`src/inc/arcs_consts.svh`:
```
// offsets, field positions, reset values and ack codes for the retry and compare-swap registers
`ifndef ARCS_CONSTS_SVH
`define ARCS_CONSTS_SVH
`define ARCS_ADDR_W 8
`define ARCS_OFF_RETRY 8'h08
`define ARCS_OFF_NEWVAL 8'h0C
`define ARCS_OFF_CMPVAL 8'h10
`define ARCS_OFF_CTRL 8'h14
`define ARCS_OFF_INTSTAT 8'h40
`define ARCS_OFF_INTMASK 8'h44
`define ARCS_RETRY_RW_MSB 11
`define ARCS_RETRY_RESET 12'h000
`define ARCS_PHYS_LSB 8
`define ARCS_ARSP_LSB 4
`define ARCS_AREQ_LSB 0
`define ARCS_DONE_BIT 31
`define ARCS_DONE_RESET 1'b1
`define ARCS_SEL_RESET 2'h0
`define ARCS_WORD_RESET 32'h00000000
`define ARCS_ACK_BUSY_X 4'h4
`define ARCS_ACK_BUSY_A 4'h5
`define ARCS_ACK_BUSY_B 4'h6
`define ARCS_ACK_DATA_ERR 4'hD
`define ARCS_NUM_UNITS 3
`define ARCS_INT_SWAP 0
`define ARCS_INT_W 4
`endif

```
`src/inc/arcs_pkg.sv`:
```
// types shared by the retry and compare-swap register bank
package arcs_pkg;
	typedef enum logic [1:0] {
		SEL_BUS_MANAGER = 2'b00,
		SEL_BANDWIDTH = 2'b01,
		SEL_CHAN_HI = 2'b10,
		SEL_CHAN_LO = 2'b11
	} arcs_sel_t;
	typedef enum logic [1:0] {
		SW_IDLE = 2'b00,
		SW_HOST = 2'b01,
		SW_REMOTE = 2'b10
	} arcs_swap_state_t;
	typedef struct packed {
		logic valid;
		logic [3:0] code;
	} arcs_ack_t;
	typedef struct packed {
		logic valid;
		arcs_sel_t sel;
		logic [31:0] compare;
		logic [31:0] newValue;
	} arcs_lock_req_t;
	typedef struct packed {
		logic ack;
		logic [31:0] oldValue;
	} arcs_lock_rsp_t;
endpackage

```
`src/rtl/arcs_regs.sv`:
```
// retry-limit and compare-swap register bank behind an Avalon-MM slave
//
// Decided for this implementation: the Avalon-MM interface to the registers.
`include "arcs_consts.svh"

module arcs_regs (
	// clock and reset
	input wire logic core_clk,
	input wire logic rst,
	// avalon-mm slave
	input wire logic [`ARCS_ADDR_W-1:0] avs_address,
	input wire logic avs_read,
	input wire logic avs_write,
	input wire logic [31:0] avs_writedata,
	input wire logic [3:0] avs_byteenable,
	output logic [31:0] avs_readdata,
	output logic avs_waitrequest,
	// transmit units: new packet start and received ack
	input wire logic [`ARCS_NUM_UNITS-1:0] txStart,
	input wire arcs_pkg::arcs_ack_t [`ARCS_NUM_UNITS-1:0] txAck,
	output logic [`ARCS_NUM_UNITS-1:0] txResend,
	output logic [`ARCS_NUM_UNITS-1:0] txGiveUp,
	// remote lock requests from the serial bus
	input wire arcs_pkg::arcs_lock_req_t remoteLock,
	output arcs_pkg::arcs_lock_rsp_t remoteRsp,
	// interrupt
	output logic irq
);

	////////////////////////////////////////////////////////////////////////////////
	// state
	logic waitFf;
	logic [31:0] readDataFf;
	logic [`ARCS_RETRY_RW_MSB:0] retryFf;
	logic [31:0] newValFf;
	logic [31:0] cmpValFf;
	logic swapDoneFf;
	arcs_pkg::arcs_sel_t selFf;
	arcs_pkg::arcs_swap_state_t swapStateFf;
	logic [31:0] resourceFf [4];
	arcs_pkg::arcs_lock_rsp_t remoteRspFf;
	logic [`ARCS_INT_W-1:0] intStatFf;
	logic [`ARCS_INT_W-1:0] intMaskFf;
	logic irqFf;
	logic [3:0] retryCntFf [`ARCS_NUM_UNITS];
	logic [`ARCS_NUM_UNITS-1:0] unitActiveFf;
	logic [`ARCS_NUM_UNITS-1:0] resendFf;
	logic [`ARCS_NUM_UNITS-1:0] giveUpFf;

	logic wrTaken;
	logic rdTaken;
	logic wrCtrl;
	logic swapHit;
	logic [31:0] swapOld;
	logic swapEvent;
	logic [`ARCS_INT_W-1:0] intSet;
	logic [31:0] retryMerged;

	////////////////////////////////////////////////////////////////////////////////
	// helpers
	function automatic logic [31:0] byteMerge(input logic [31:0] oldW, input logic [31:0] newW,
		input logic [3:0] be);
		logic [31:0] res;
		res = oldW;
		for (int b = 0; b < 4; b++) begin
			if (be[b]) begin
				res[8*b +: 8] = newW[8*b +: 8];
			end
		end
		return res;
	endfunction

	function automatic logic isRetryAck(input logic [3:0] code);
		return (code == `ARCS_ACK_BUSY_X) || (code == `ARCS_ACK_BUSY_A) ||
			(code == `ARCS_ACK_BUSY_B) || (code == `ARCS_ACK_DATA_ERR);
	endfunction

	function automatic logic [3:0] unitLimit(input logic [`ARCS_RETRY_RW_MSB:0] r,
		input int unit);
		logic [3:0] res;
		case (unit)
			0: res = r[`ARCS_AREQ_LSB +: 4];
			1: res = r[`ARCS_ARSP_LSB +: 4];
			default: res = r[`ARCS_PHYS_LSB +: 4];
		endcase
		return res;
	endfunction

	////////////////////////////////////////////////////////////////////////////////
	// bus handshake: waitrequest drops one cycle after a request, for one cycle
	assign wrTaken = avs_write && !waitFf;
	assign rdTaken = avs_read && !waitFf;
	assign wrCtrl = wrTaken && (avs_address == `ARCS_OFF_CTRL);

	always_ff @(posedge core_clk) begin
		if (rst) begin
			waitFf <= 1'b1;
		end else if ((avs_read || avs_write) && waitFf) begin
			waitFf <= 1'b0;
		end else begin
			waitFf <= 1'b1;
		end
	end

	// read data loaded as waitrequest falls; unmapped reads return zero
	always_ff @(posedge core_clk) begin
		if (rst) begin
			readDataFf <= `ARCS_WORD_RESET;
		end else if (avs_read && waitFf) begin
			case (avs_address)
				`ARCS_OFF_RETRY: readDataFf <= {20'h00000, retryFf};
				`ARCS_OFF_NEWVAL: readDataFf <= newValFf;
				`ARCS_OFF_CMPVAL: readDataFf <= cmpValFf;
				`ARCS_OFF_CTRL: readDataFf <= {swapDoneFf, 29'h00000000, selFf};
				`ARCS_OFF_INTSTAT: readDataFf <= {28'h0000000, intStatFf};
				`ARCS_OFF_INTMASK: readDataFf <= {28'h0000000, intMaskFf};
				default: readDataFf <= `ARCS_WORD_RESET;
			endcase
		end
	end

	////////////////////////////////////////////////////////////////////////////////
	// retry limits
	assign retryMerged = byteMerge({20'h00000, retryFf}, avs_writedata, avs_byteenable);

	always_ff @(posedge core_clk) begin
		if (rst) begin
			retryFf <= `ARCS_RETRY_RESET;
		end else if (wrTaken && avs_address == `ARCS_OFF_RETRY) begin
			retryFf <= retryMerged[`ARCS_RETRY_RW_MSB:0];
		end
	end

	////////////////////////////////////////////////////////////////////////////////
	// compare-swap operand words
	always_ff @(posedge core_clk) begin
		if (rst) begin
			cmpValFf <= `ARCS_WORD_RESET;
		end else if (wrTaken && avs_address == `ARCS_OFF_CMPVAL) begin
			cmpValFf <= byteMerge(cmpValFf, avs_writedata, avs_byteenable);
		end
	end

	always_ff @(posedge core_clk) begin
		if (rst) begin
			newValFf <= `ARCS_WORD_RESET;
		end else if (swapStateFf == arcs_pkg::SW_HOST) begin
			newValFf <= swapOld;
		end else if (wrTaken && avs_address == `ARCS_OFF_NEWVAL) begin
			newValFf <= byteMerge(newValFf, avs_writedata, avs_byteenable);
		end
	end

	////////////////////////////////////////////////////////////////////////////////
	// compare-swap engine
	assign swapOld = (swapStateFf == arcs_pkg::SW_HOST) ? resourceFf[selFf] :
		resourceFf[remoteLock.sel];
	assign swapHit = (swapStateFf == arcs_pkg::SW_HOST) ? (swapOld == cmpValFf) :
		(swapOld == remoteLock.compare);
	assign swapEvent = (swapStateFf == arcs_pkg::SW_HOST);

	always_ff @(posedge core_clk) begin
		if (rst) begin
			selFf <= arcs_pkg::arcs_sel_t'(`ARCS_SEL_RESET);
		end else if (wrCtrl && avs_byteenable[0]) begin
			selFf <= arcs_pkg::arcs_sel_t'(avs_writedata[1:0]);
		end
	end

	// host swap starts on a control write; remote locks run when the host is idle
	always_ff @(posedge core_clk) begin
		if (rst) begin
			swapStateFf <= arcs_pkg::SW_IDLE;
		end else begin
			case (swapStateFf)
				arcs_pkg::SW_IDLE: begin
					if (wrCtrl) begin
						swapStateFf <= arcs_pkg::SW_HOST;
					end else if (remoteLock.valid && !remoteRspFf.ack) begin
						swapStateFf <= arcs_pkg::SW_REMOTE;
					end
				end
				arcs_pkg::SW_HOST: swapStateFf <= arcs_pkg::SW_IDLE;
				arcs_pkg::SW_REMOTE: swapStateFf <= wrCtrl ? arcs_pkg::SW_HOST : arcs_pkg::SW_IDLE;
				default: swapStateFf <= arcs_pkg::SW_IDLE;
			endcase
		end
	end

	generate
		for (genvar r = 0; r < 4; r++) begin : g_res
			always_ff @(posedge core_clk) begin
				if (rst) begin
					resourceFf[r] <= `ARCS_WORD_RESET;
				end else if (swapHit && swapStateFf == arcs_pkg::SW_HOST && selFf == r) begin
					resourceFf[r] <= newValFf;
				end else if (swapHit && swapStateFf == arcs_pkg::SW_REMOTE &&
					remoteLock.sel == r) begin
					resourceFf[r] <= remoteLock.newValue;
				end
			end
		end
	endgenerate

	always_ff @(posedge core_clk) begin
		if (rst) begin
			remoteRspFf <= '0;
		end else if (swapStateFf == arcs_pkg::SW_REMOTE) begin
			remoteRspFf.ack <= 1'b1;
			remoteRspFf.oldValue <= swapOld;
		end else begin
			remoteRspFf.ack <= 1'b0;
		end
	end

	// completion flag: finishing host swap sets it, control write clears it, set wins
	always_ff @(posedge core_clk) begin
		if (rst) begin
			swapDoneFf <= `ARCS_DONE_RESET;
		end else if (swapEvent) begin
			swapDoneFf <= 1'b1;
		end else if (wrCtrl) begin
			swapDoneFf <= 1'b0;
		end
	end

	////////////////////////////////////////////////////////////////////////////////
	// transmit retry counters: unit 0 request, 1 response, 2 physical response
	generate
		for (genvar u = 0; u < `ARCS_NUM_UNITS; u++) begin : g_unit
			always_ff @(posedge core_clk) begin
				if (rst) begin
					retryCntFf[u] <= 4'h0;
					unitActiveFf[u] <= 1'b0;
					resendFf[u] <= 1'b0;
					giveUpFf[u] <= 1'b0;
				end else begin
					resendFf[u] <= 1'b0;
					giveUpFf[u] <= 1'b0;
					if (txStart[u]) begin
						retryCntFf[u] <= 4'h0;
						unitActiveFf[u] <= 1'b1;
					end else if (txAck[u].valid && unitActiveFf[u]) begin
						if (!isRetryAck(txAck[u].code)) begin
							unitActiveFf[u] <= 1'b0;
						end else if (retryCntFf[u] < unitLimit(retryFf, u)) begin
							retryCntFf[u] <= retryCntFf[u] + 4'h1;
							resendFf[u] <= 1'b1;
						end else begin
							unitActiveFf[u] <= 1'b0;
							giveUpFf[u] <= 1'b1;
						end
					end
				end
			end
		end
	endgenerate

	////////////////////////////////////////////////////////////////////////////////
	// interrupt status, mask and output
	assign intSet = {giveUpFf, swapEvent};

	always_ff @(posedge core_clk) begin
		if (rst) begin
			intStatFf <= '0;
		end else if (wrTaken && avs_address == `ARCS_OFF_INTSTAT) begin
			intStatFf <= (intStatFf & ~avs_writedata[`ARCS_INT_W-1:0]) | intSet;
		end else begin
			intStatFf <= intStatFf | intSet;
		end
	end

	always_ff @(posedge core_clk) begin
		if (rst) begin
			intMaskFf <= '0;
		end else if (wrTaken && avs_address == `ARCS_OFF_INTMASK) begin
			intMaskFf <= avs_writedata[`ARCS_INT_W-1:0];
		end
	end

	always_ff @(posedge core_clk) begin
		if (rst) begin
			irqFf <= 1'b0;
		end else begin
			irqFf <= |(intStatFf & intMaskFf);
		end
	end

	////////////////////////////////////////////////////////////////////////////////
	// outputs
	assign avs_waitrequest = waitFf;
	assign avs_readdata = readDataFf;
	assign txResend = resendFf;
	assign txGiveUp = giveUpFf;
	assign remoteRsp = remoteRspFf;
	assign irq = irqFf;

	////////////////////////////////////////////////////////////////////////////////
	// assertions
	property p_retry_high_zero;
		@(posedge core_clk) disable iff (rst)
		(avs_read && waitFf && avs_address == `ARCS_OFF_RETRY) |=>
			(readDataFf[31:29] == 3'h0) && !waitFf;
	endproperty
	a_retry_high_zero: assert property (p_retry_high_zero) else $error("retry top bits nonzero");

	property p_retry_cycle_zero;
		@(posedge core_clk) disable iff (rst)
		(avs_read && waitFf && avs_address == `ARCS_OFF_RETRY) |=> readDataFf[28:12] == 17'h00000;
	endproperty
	a_retry_cycle_zero: assert property (p_retry_cycle_zero) else $error("retry mid bits nonzero");

	property p_retry_write;
		@(posedge core_clk) disable iff (rst)
		(wrTaken && avs_address == `ARCS_OFF_RETRY && avs_byteenable[1:0] == 2'h3) |=>
			retryFf == $past(avs_writedata[11:0]);
	endproperty
	a_retry_write: assert property (p_retry_write) else $error("retry field not written");

	property p_ctrl_reserved;
		@(posedge core_clk) disable iff (rst)
		(avs_read && waitFf && avs_address == `ARCS_OFF_CTRL) |=>
			readDataFf[30:2] == 29'h00000000 && readDataFf[31] == $past(swapDoneFf);
	endproperty
	a_ctrl_reserved: assert property (p_ctrl_reserved) else $error("control reserved bits nonzero");

	property p_done_cycle;
		@(posedge core_clk) disable iff (rst)
		(wrCtrl && swapStateFf == arcs_pkg::SW_IDLE) |=> !swapDoneFf ##1 swapDoneFf;
	endproperty
	a_done_cycle: assert property (p_done_cycle) else $error("completion flag sequence wrong");

	property p_done_set;
		@(posedge core_clk) disable iff (rst)
		(swapStateFf == arcs_pkg::SW_HOST) |=> swapDoneFf && newValFf == $past(swapOld);
	endproperty
	a_done_set: assert property (p_done_set) else $error("swap finish not flagged");

	property p_swap_hit;
		@(posedge core_clk) disable iff (rst)
		(swapStateFf == arcs_pkg::SW_HOST && resourceFf[selFf] == cmpValFf) |=>
			resourceFf[$past(selFf)] == $past(newValFf);
	endproperty
	a_swap_hit: assert property (p_swap_hit) else $error("resource not swapped");

	property p_swap_miss;
		@(posedge core_clk) disable iff (rst)
		(swapStateFf == arcs_pkg::SW_HOST && resourceFf[selFf] != cmpValFf) |=>
			resourceFf[$past(selFf)] == $past(resourceFf[selFf]);
	endproperty
	a_swap_miss: assert property (p_swap_miss) else $error("resource changed on miss");

	property p_retry_resend;
		@(posedge core_clk) disable iff (rst)
		(!txStart[0] && txAck[0].valid && unitActiveFf[0] && isRetryAck(txAck[0].code) &&
			retryCntFf[0] < retryFf[3:0]) |=> resendFf[0] && !giveUpFf[0];
	endproperty
	a_retry_resend: assert property (p_retry_resend) else $error("retry not issued");

	property p_retry_stop;
		@(posedge core_clk) disable iff (rst)
		(!txStart[2] && txAck[2].valid && unitActiveFf[2] &&
			retryCntFf[2] >= retryFf[11:8]) |=> !resendFf[2] && !unitActiveFf[2];
	endproperty
	a_retry_stop: assert property (p_retry_stop) else $error("retry past limit");
endmodule
```
`config.mk`:
```
export PLATFORM = sky130hd
export DESIGN_NAME = arcs_regs
export DESIGN_NICKNAME = d
export VERILOG_FILES = /design/src/inc/arcs_pkg.sv /design/src/rtl/arcs_regs.sv
export VERILOG_INCLUDE_DIRS = /design/src /design/src/inc
export SDC_FILE = /design/constraint.sdc
export NUM_CORES = 1
export LEC_CHECK = 0
export BUFFER_PORTS_ARGS = -buffer_cell sky130_fd_sc_hd__buf_2
export CAP_MARGIN = 20
export CELL_PAD_IN_SITES_DETAIL_PLACEMENT = 0
export CELL_PAD_IN_SITES_GLOBAL_PLACEMENT = 1
export CORE_MARGIN = 2
export CORE_UTILIZATION = 49
export CTS_CLUSTER_DIAMETER = 120
export DETAILED_ROUTE_END_ITERATION = 6
export HOLD_SLACK_MARGIN = 0.1
export PLACE_DENSITY_LB_ADDON = 0.1
export RECOVER_POWER = 100
export SYNTH_ARGS = -nofsm -noshare
export SYNTH_HDL_FRONTEND = slang
export SYNTH_SLANG_ARGS = --single-unit
```
`constraint.sdc`:
```
create_clock -name core_clk -period 11.16 [get_ports core_clk]
set_input_delay 2.232 -clock core_clk [delete_from_list [all_inputs] [get_ports core_clk]]
set_output_delay 2.232 -clock core_clk [all_outputs]
set_load 0.1 [all_outputs]
```
==> impl_results.md, run 1 <==
* Worst-path clk slew at 0.06 ns
* Crit path required time at 11.36 ns
* VDD IR max at 104.7 uV
* Via density at 6.127
* H-tree depth at 2
* Slew @ Worst Pin at 3.387 ns
* Initial antenna violation count at 1
* CP max stage delay at 2.15 ns
* Setup Total Neg Slack at 0 ns
* Final Net Count at 1,773
* CP Capture Type: flip-flop
* Mapped Nets at 1,621
* DIE AREA at 0.03251 mm2
* # IOs at 206
* Die H at 180.3 um
* Via Count at 12,560
* Fmax at 130.8 MHz
* Max-slew headroom at -125.8%
* Synth top area share at 27.60%
* Worst setup SP type: primary input
* Mapped cell area at 0.01523 mm2
* Antenna viol nets, final at 0
* Setup violations, final at 0
* Crit path buffers/inverters at 3
* Worst skew pair latency at 0.52 ns
* Tmin final at 7.644 ns
* Overflow after GRT at 0
* Status: complete, but fails checks
* DRT Pass-1 Iters at 6
* RSZ-0062 raised after global routing: no
* Pint at 1904 uW
* Hold Vio Cnt, Final at 0
* Wire per inst at 24.12 um
* CP Class: primary input to flip-flop
* Syn-to-layout area delta at 14.45%
* Static leakage power at 0.005704 uW
* Synth unique cells at 41
* Post-DP HPWL at 33,340 um
* Logic gate share of total power at 8.6%
* Site Rows at 64
* Post-synth ARST share at 0%
* Ratio of cells with drive above 1 in the final layout at 16.89%
* HP Class: flip-flop to flip-flop
* Count of flip-flops with a built-in enable after synthesis at 140
* Switching power as a share of total power at 24.44%
* Fin worst setup slack at 3.516 ns
* DRT iter0 DRCs at 1,606
* Clock Path Buffers at 3
* CTS sink count at 307
* Largest net degree at the start of global routing at 75
* Finished Layout Cells at 2,049
* PortBufs at 205
* Yosys warning count at 0
* Post-Place Worst Slack at 5.151 ns
* Largest cells by area after synthesis: edfxtp_1 (28%), dfxtp_1 (22%), mux4_2 (9.5%), a22oi_1 (8.4%), nor2_1 (6.3%)
* Syn avg cell area at 10.32 um2
* Max-cap viol count at 6
* DRC at 0
* Slowest stage cell, crit path: clkbuf_1
* Hold Slack at 0.4114 ns
* Final Cycle Share at 68.49%
* Total track usage at 29.79%
* Critical path arrival at 7.84 ns
* Commonest non-fill, non-tap cell in the layout: nor2_1
* PwrDens at 144.5 mW/mm2
* Placed cells at 1,986
* Slew Limit Fails at 265
* Placer Congestion at 0.8592
* Clk network pwr share at 43.2%
* Failing checks: max-capacitance violations, max-slew violations
* Fillers at 2,799
* Share of total power in sequential cells at 48.1%
* Clock root buffer: clkbuf_16
* Skew final at 0.01504 ns
* WL final at 49,430 um
* Cell Chain, Critical Path: buf_2 -> clkbuf_1 -> mux4_2 -> xnor2_1 -> nand4_1 -> nor3_1 -> nand4_1 -> and2_0 -> clkbuf_1 -> nor2_1
* Post-CTS resize count at 0
* FF+latch count, synth at 307
* Commonest cells after routing, fill and taps aside: nor2_1 (255), a22oi_1 (170), dfxtp_1 (165)
* First-pass GRT wire length at 74,090 um
* Psw at 615.5 uW
* Initial Util at 49.79%
* Synth Instances at 1,476
* Post-synth top area cell: edfxtp_1
* Seq/Total Area, Yosys at 49.56%
* TritonCTS clock tree: built
* Hold_buf cts at 0
* Core Area at 0.03059 mm2
* Post CTS Setup Buffer Count at 0
* Crit-path max FO at 36
* Die W at 180.3 um
* Vias in the first global route at 12,100
* CTS Buf Count at 36
* Critical path's top delay family: buffers and inverters
* Most common flop cell mapped by yosys: dfxtp_1
-- registers in the layout, summed over array words and instances (netlist names), 3 cells and up, named ones only --
register and flops:
avs_readdata 32, cmpValFf 32, intMaskFf 4, intStatFf 4
newValFf 32, remoteRsp 33, resourceFf 128, retryCntFf 12
retryFf 12, txGiveUp 3, txResend 3, unitActiveFf 3
-- kinds of logic (layout without fill, tap and decap cells) --
| family | count (synthesis) | after routing | synth area share [%] |
|---|---|---|---|
| AO/OA/AOI/OAI | 337 | 337 | 14.80 |
| buffers and inverters | 130 | 306 | 3.689 |
| other | 0 | 1 | 0 |
| AND/OR/NAND/NOR | 501 | 501 | 13.85 |
| flip-flops | 307 | 307 | 49.56 |
| adder cells (fa/ha/maj) | 12 | 12 | 0.9858 |
| multiplexers | 119 | 119 | 13.10 |
| XOR/XNOR | 70 | 70 | 4.026 |
-- per-layer routing --
layer	GRT usage, %	wire length (um)	vias up
li1	-	-	5722
met1	39.42	19470	6054
met2	47.88	23260	663
met3	4.749	4077	116
met4	14.61	2612	0
met5	0	0	-
-- power groups by stage --
stage	sequential, uW	clock, uW	combinational (uW)
6_report	1210	1090	217
5_1_grt	1210	1150	229
4_1_cts	1210	1110	218
3_5_place_dp	1240	0	217
3_3_place_gp	1230	0	216
2_1_floorplan	1270	0	96.8
-- stage by stage --
stage	utilization (%)	cell area, um2	total power [uW]
finish	56.98	17430	2519
global placement	53.97	16510	1451
global route	56.98	17430	2597
detailed placement	53.97	16510	1453
CTS	57.45	17570	2536
floorplan	-	15230	1367
-- area by class of cell --
| class | count | area [um2] | share of cell area (%) |
|---|---|---|---|
| sequential | 307 | 7550 | 43.31 |
| multi-input combinational | 1039 | 7167 | 41.12 |
| timing repair buffer | 231 | 1102 | 6.324 |
| clock buffer | 57 | 1041 | 5.972 |
| tap | 396 | 495.5 | 2.843 |
| inverter | 13 | 48.80 | 0.2800 |
| clock inverter | 5 | 23.77 | 0.1364 |
| antenna | 1 | 2.502 | 0.01436 |
-- synthesized netlist by cell type (14+ instances only) --
cell and number:
mux2i_1 53, clkbuf_1 91, nor2_1 256, dfxtp_1 167, xnor2_1 61, a211oi_1 37, edfxtp_1 140, o21ai_0 14
a22oi_1 170, a21oi_1 100, nand3_1 17, nand2_1 152, nand4_1 15, and3_1 15, mux4_2 64
-- path summary, 6_finish.rpt --
kind                                  from                        endpoint  slack [ns]  depth (start not counted)
setup / recovery            remoteLock[64]  resourceFf[2][8]$_SDFFCE_PN0P_        3.52                         10
hold / removal    remoteRsp[32]$_SDFF_PP0_     swapStateFf[1]$_SDFFE_PP0P_        0.41                          1
setup reg to reg                 flip-flop  resourceFf[2][8]$_SDFFCE_PN0P_        6.56                          9
hold reg to reg   remoteRsp[32]$_SDFF_PP0_     swapStateFf[1]$_SDFFE_PP0P_        0.41                          1
-- worst register-to-register path: stages, from the launching register on --
cell      delay, ns
dfxtp_2        0.32
buf_4          0.56
mux4_2         0.71
xnor2_1        0.25
nand4_1        0.15
nor3_1         0.07
nand3_1        0.14
and2_0         0.72
clkbuf_1       1.22
nor2_1         0.14
Power figures use the tool's default switching activity.
==> run 2, diff against run 1 <==
--- a/config.mk
+++ b/config.mk
@@ -11,7 +11,7 @@
 export CELL_PAD_IN_SITES_DETAIL_PLACEMENT = 0
 export CELL_PAD_IN_SITES_GLOBAL_PLACEMENT = 1
 export CORE_MARGIN = 2
-export CORE_UTILIZATION = 49
+export CORE_UTILIZATION = 45
 export CTS_CLUSTER_DIAMETER = 120
 export DETAILED_ROUTE_END_ITERATION = 6
 export HOLD_SLACK_MARGIN = 0.1
==> constraint.sdc (replaced) <==
create_clock -name core_clk -period 7.4 [get_ports core_clk]
set_input_delay 1.48 -clock core_clk [delete_from_list [all_inputs] [get_ports core_clk]]
set_output_delay 1.48 -clock core_clk [all_outputs]
set_load 0.1 [all_outputs]
==> run 2 against run 1 <==
Compared with the run above: the run still ends with max-capacitance violations, max-slew violations left; count of clock-buffer cells in the layout down 8; via count fell by 0.76%; critical path depth down 5; first-iteration DRC count is 25% lower; combinational power increased by 52%; critical path type unchanged; largest power group unchanged; highest routed layer is now met5.
==> impl_results.md, run 2 (synthesis results as in run 1) <==
* Worst skew pair latency at 0.52 ns
* First-pass GRT wire length at 74,820 um
* Antenna diode count at 0
* Vias in the first global route at 12,020
* Overflow after GRT at 0
* Status: complete, but fails checks
* Commonest non-fill, non-tap cell in the layout: nor2_1
* Slew @ Worst Pin at 2.815 ns
* Via density at 5.931
* # IOs at 206
* TritonCTS clock tree: built
* CP Class: primary input to flip-flop
* Commonest cells after routing, fill and taps aside: nor2_1 (255), a22oi_1 (170), dfxtp_1 (165)
* VDD IR max at 123.5 uV
* Worst-path clk slew at 0.06 ns
* Slowest stage cell, crit path: clkbuf_1
* Post CTS Setup Buffer Count at 0
* Crit-path max FO at 72
* Largest net degree at the start of global routing at 86
* Dpl cell area at 0.01659 mm2
* Hold Path Sink: avs_waitrequest$_SDFF_PP1_
* Max-cap viol count at 1
* Cell Chain, Critical Path: clkbuf_1 -> clkbuf_1 -> a21o_1 -> buf_4 -> nor2_1
* DIE AREA at 0.03533 mm2
* Max-slew headroom at -87.69%
* DRC at 0
* Hold Vio Cnt, Final at 0
* Syn-to-layout area delta at 15.26%
* Tmin final at 5.932 ns
* Fillers at 3,171
* Antenna viol nets, final at 0
* Initial Util at 45.53%
* CTS sink count at 307
* PortBufs at 205
* Critical path arrival at 6.16 ns
* Ratio of cells with drive above 1 in the final layout at 16.94%
* Failing checks: max-capacitance violations, max-slew violations
* CP dominant cell by count: clkbuf_1
* Site Rows at 67
* Post-CTS resize count at 0
* Setup violations, final at 0
* Worst setup SP type: primary input
* Clock Path Buffers at 3
* RSZ-0062 raised after global routing: no
* Initial antenna violation count at 1
* Via Count at 12,460
* CTS Buf Count at 35
* DRT iter0 DRCs at 1,207
* Slew Limit Fails at 56
* R2r setup slk at 2.62 ns
* Static leakage power at 0.005739 uW
* R2R Path End: resourceFf[0][27]$_DFFE_PP_
* Hold_buf cts at 0
* Max reg flops at 128
* Crit path required time at 7.63 ns
* Final Net Count at 1,775
* Final Cycle Share at 80.17%
* Total track usage at 27.93%
* Core Area at 0.03345 mm2
* Skew final at 0.01221 ns
* Setup Total Neg Slack at 0 ns
* Hold path cells at 1
* Die H at 188.0 um
* HP Class: flip-flop to flip-flop
* Reg2reg path depth at 11
* CP Capture Type: flip-flop
* PwrDens at 219.2 mW/mm2
* Wire per inst at 23.65 um
* Post-DP HPWL at 34,540 um
* CP max stage delay at 2.05 ns
* Biggest register: resourceFf
* Die W at 188.0 um
* Clock root buffer: clkbuf_16
* Hold wc startpoint: avs_waitrequest$_SDFF_PP1_
* Fin area at 0.01755 mm2
* Fmax at 168.6 MHz
* WL final at 49,700 um
* H-tree depth at 2
* Placer Congestion at 0.8313
* DRT Pass-1 Iters at 6
==> run 2: cell types whose count changed in the layout (fill, tap and decap cells not counted), sizes merged <==
| cell | previous run | this run |
|---|---|---|
| clkbuf | 138 | 130 |
| buf | 150 | 153 |
| clkinv | 5 | 9 |
| bufinv | 0 | 2 |
| diode | 1 | 0 |
==> run 2: final cells by class <==
class | count | area, um2 | area share, %
sequential | 307 | 7550 | 43.01
timing repair buffer | 234 | 1137 | 6.479
clock inverter | 11 | 98.84 | 0.5631
inverter | 13 | 48.80 | 0.2780
clock buffer | 49 | 1001 | 5.702
tap | 448 | 560.5 | 3.193
multi-input combinational | 1039 | 7157 | 40.77
==> run 2: worst max path at each step <==
stage	start	endpoint	slack, ns
2_1_floorplan	remoteLock[65]	resourceFf[2][0]$_SDFFCE_PN0P_	1.24
3_3_place_gp	remoteLock[64]	resourceFf[0][25]$_DFFE_PP_	2.04
3_5_place_dp	remoteLock[64]	resourceFf[0][27]$_DFFE_PP_	1.97
4_1_cts	remoteLock[64]	resourceFf[0][25]$_DFFE_PP_	2.51
5_1_grt	rst	resourceFf[0][1]$_DFFE_PP_	1.10
6_report	rst	resourceFf[1][6]$_DFFE_PP_	1.47
==> run 2: per-layer routing <==
metal | wire [um] | share of wire, % | global-route usage (%) | up-vias
li1 | - | - | - | 5719
met4 | 1399 | 2.8 | 8.268 | 2
met5 | 12 | 0.024 | 0 | -
met3 | 3514 | 7.1 | 4.136 | 72
met2 | 24600 | 49 | 48.03 | 547
met1 | 20180 | 41 | 36.58 | 6120
==> run 2: where the power goes <==
| group | internal, uW | switching (uW) |
|---|---|---|
| Sequential | 1810 | 21.5 |
| Combinational | 103 | 226 |
| Clock | 1010 | 681 |
| Total | 2920 | 929 |
==> run 2: metrics by stage <==
stage | hold WS, ns | setup WS, ns | power, uW | cells | util [%]
detailed placement | 0.4318 | 1.973 | 2196 | 2040 | 49.61
floorplan | 0.4356 | 1.241 | 2061 | 1476 | -
CTS | 0.4464 | 2.513 | 3879 | 2100 | 52.90
global placement | 0.4217 | 2.043 | 2195 | 2040 | 49.61
finish | 0.4478 | 1.468 | 3847 | 2101 | 52.48
global route | 0.4706 | 1.097 | 3967 | 2101 | 52.48
==> run 2: worst max-delay path: cells and delay by family <==
kind	cells	cell delay (ns)
compound gates	1	0.76
buf+inv	3	3.66
simple gates	1	0.13
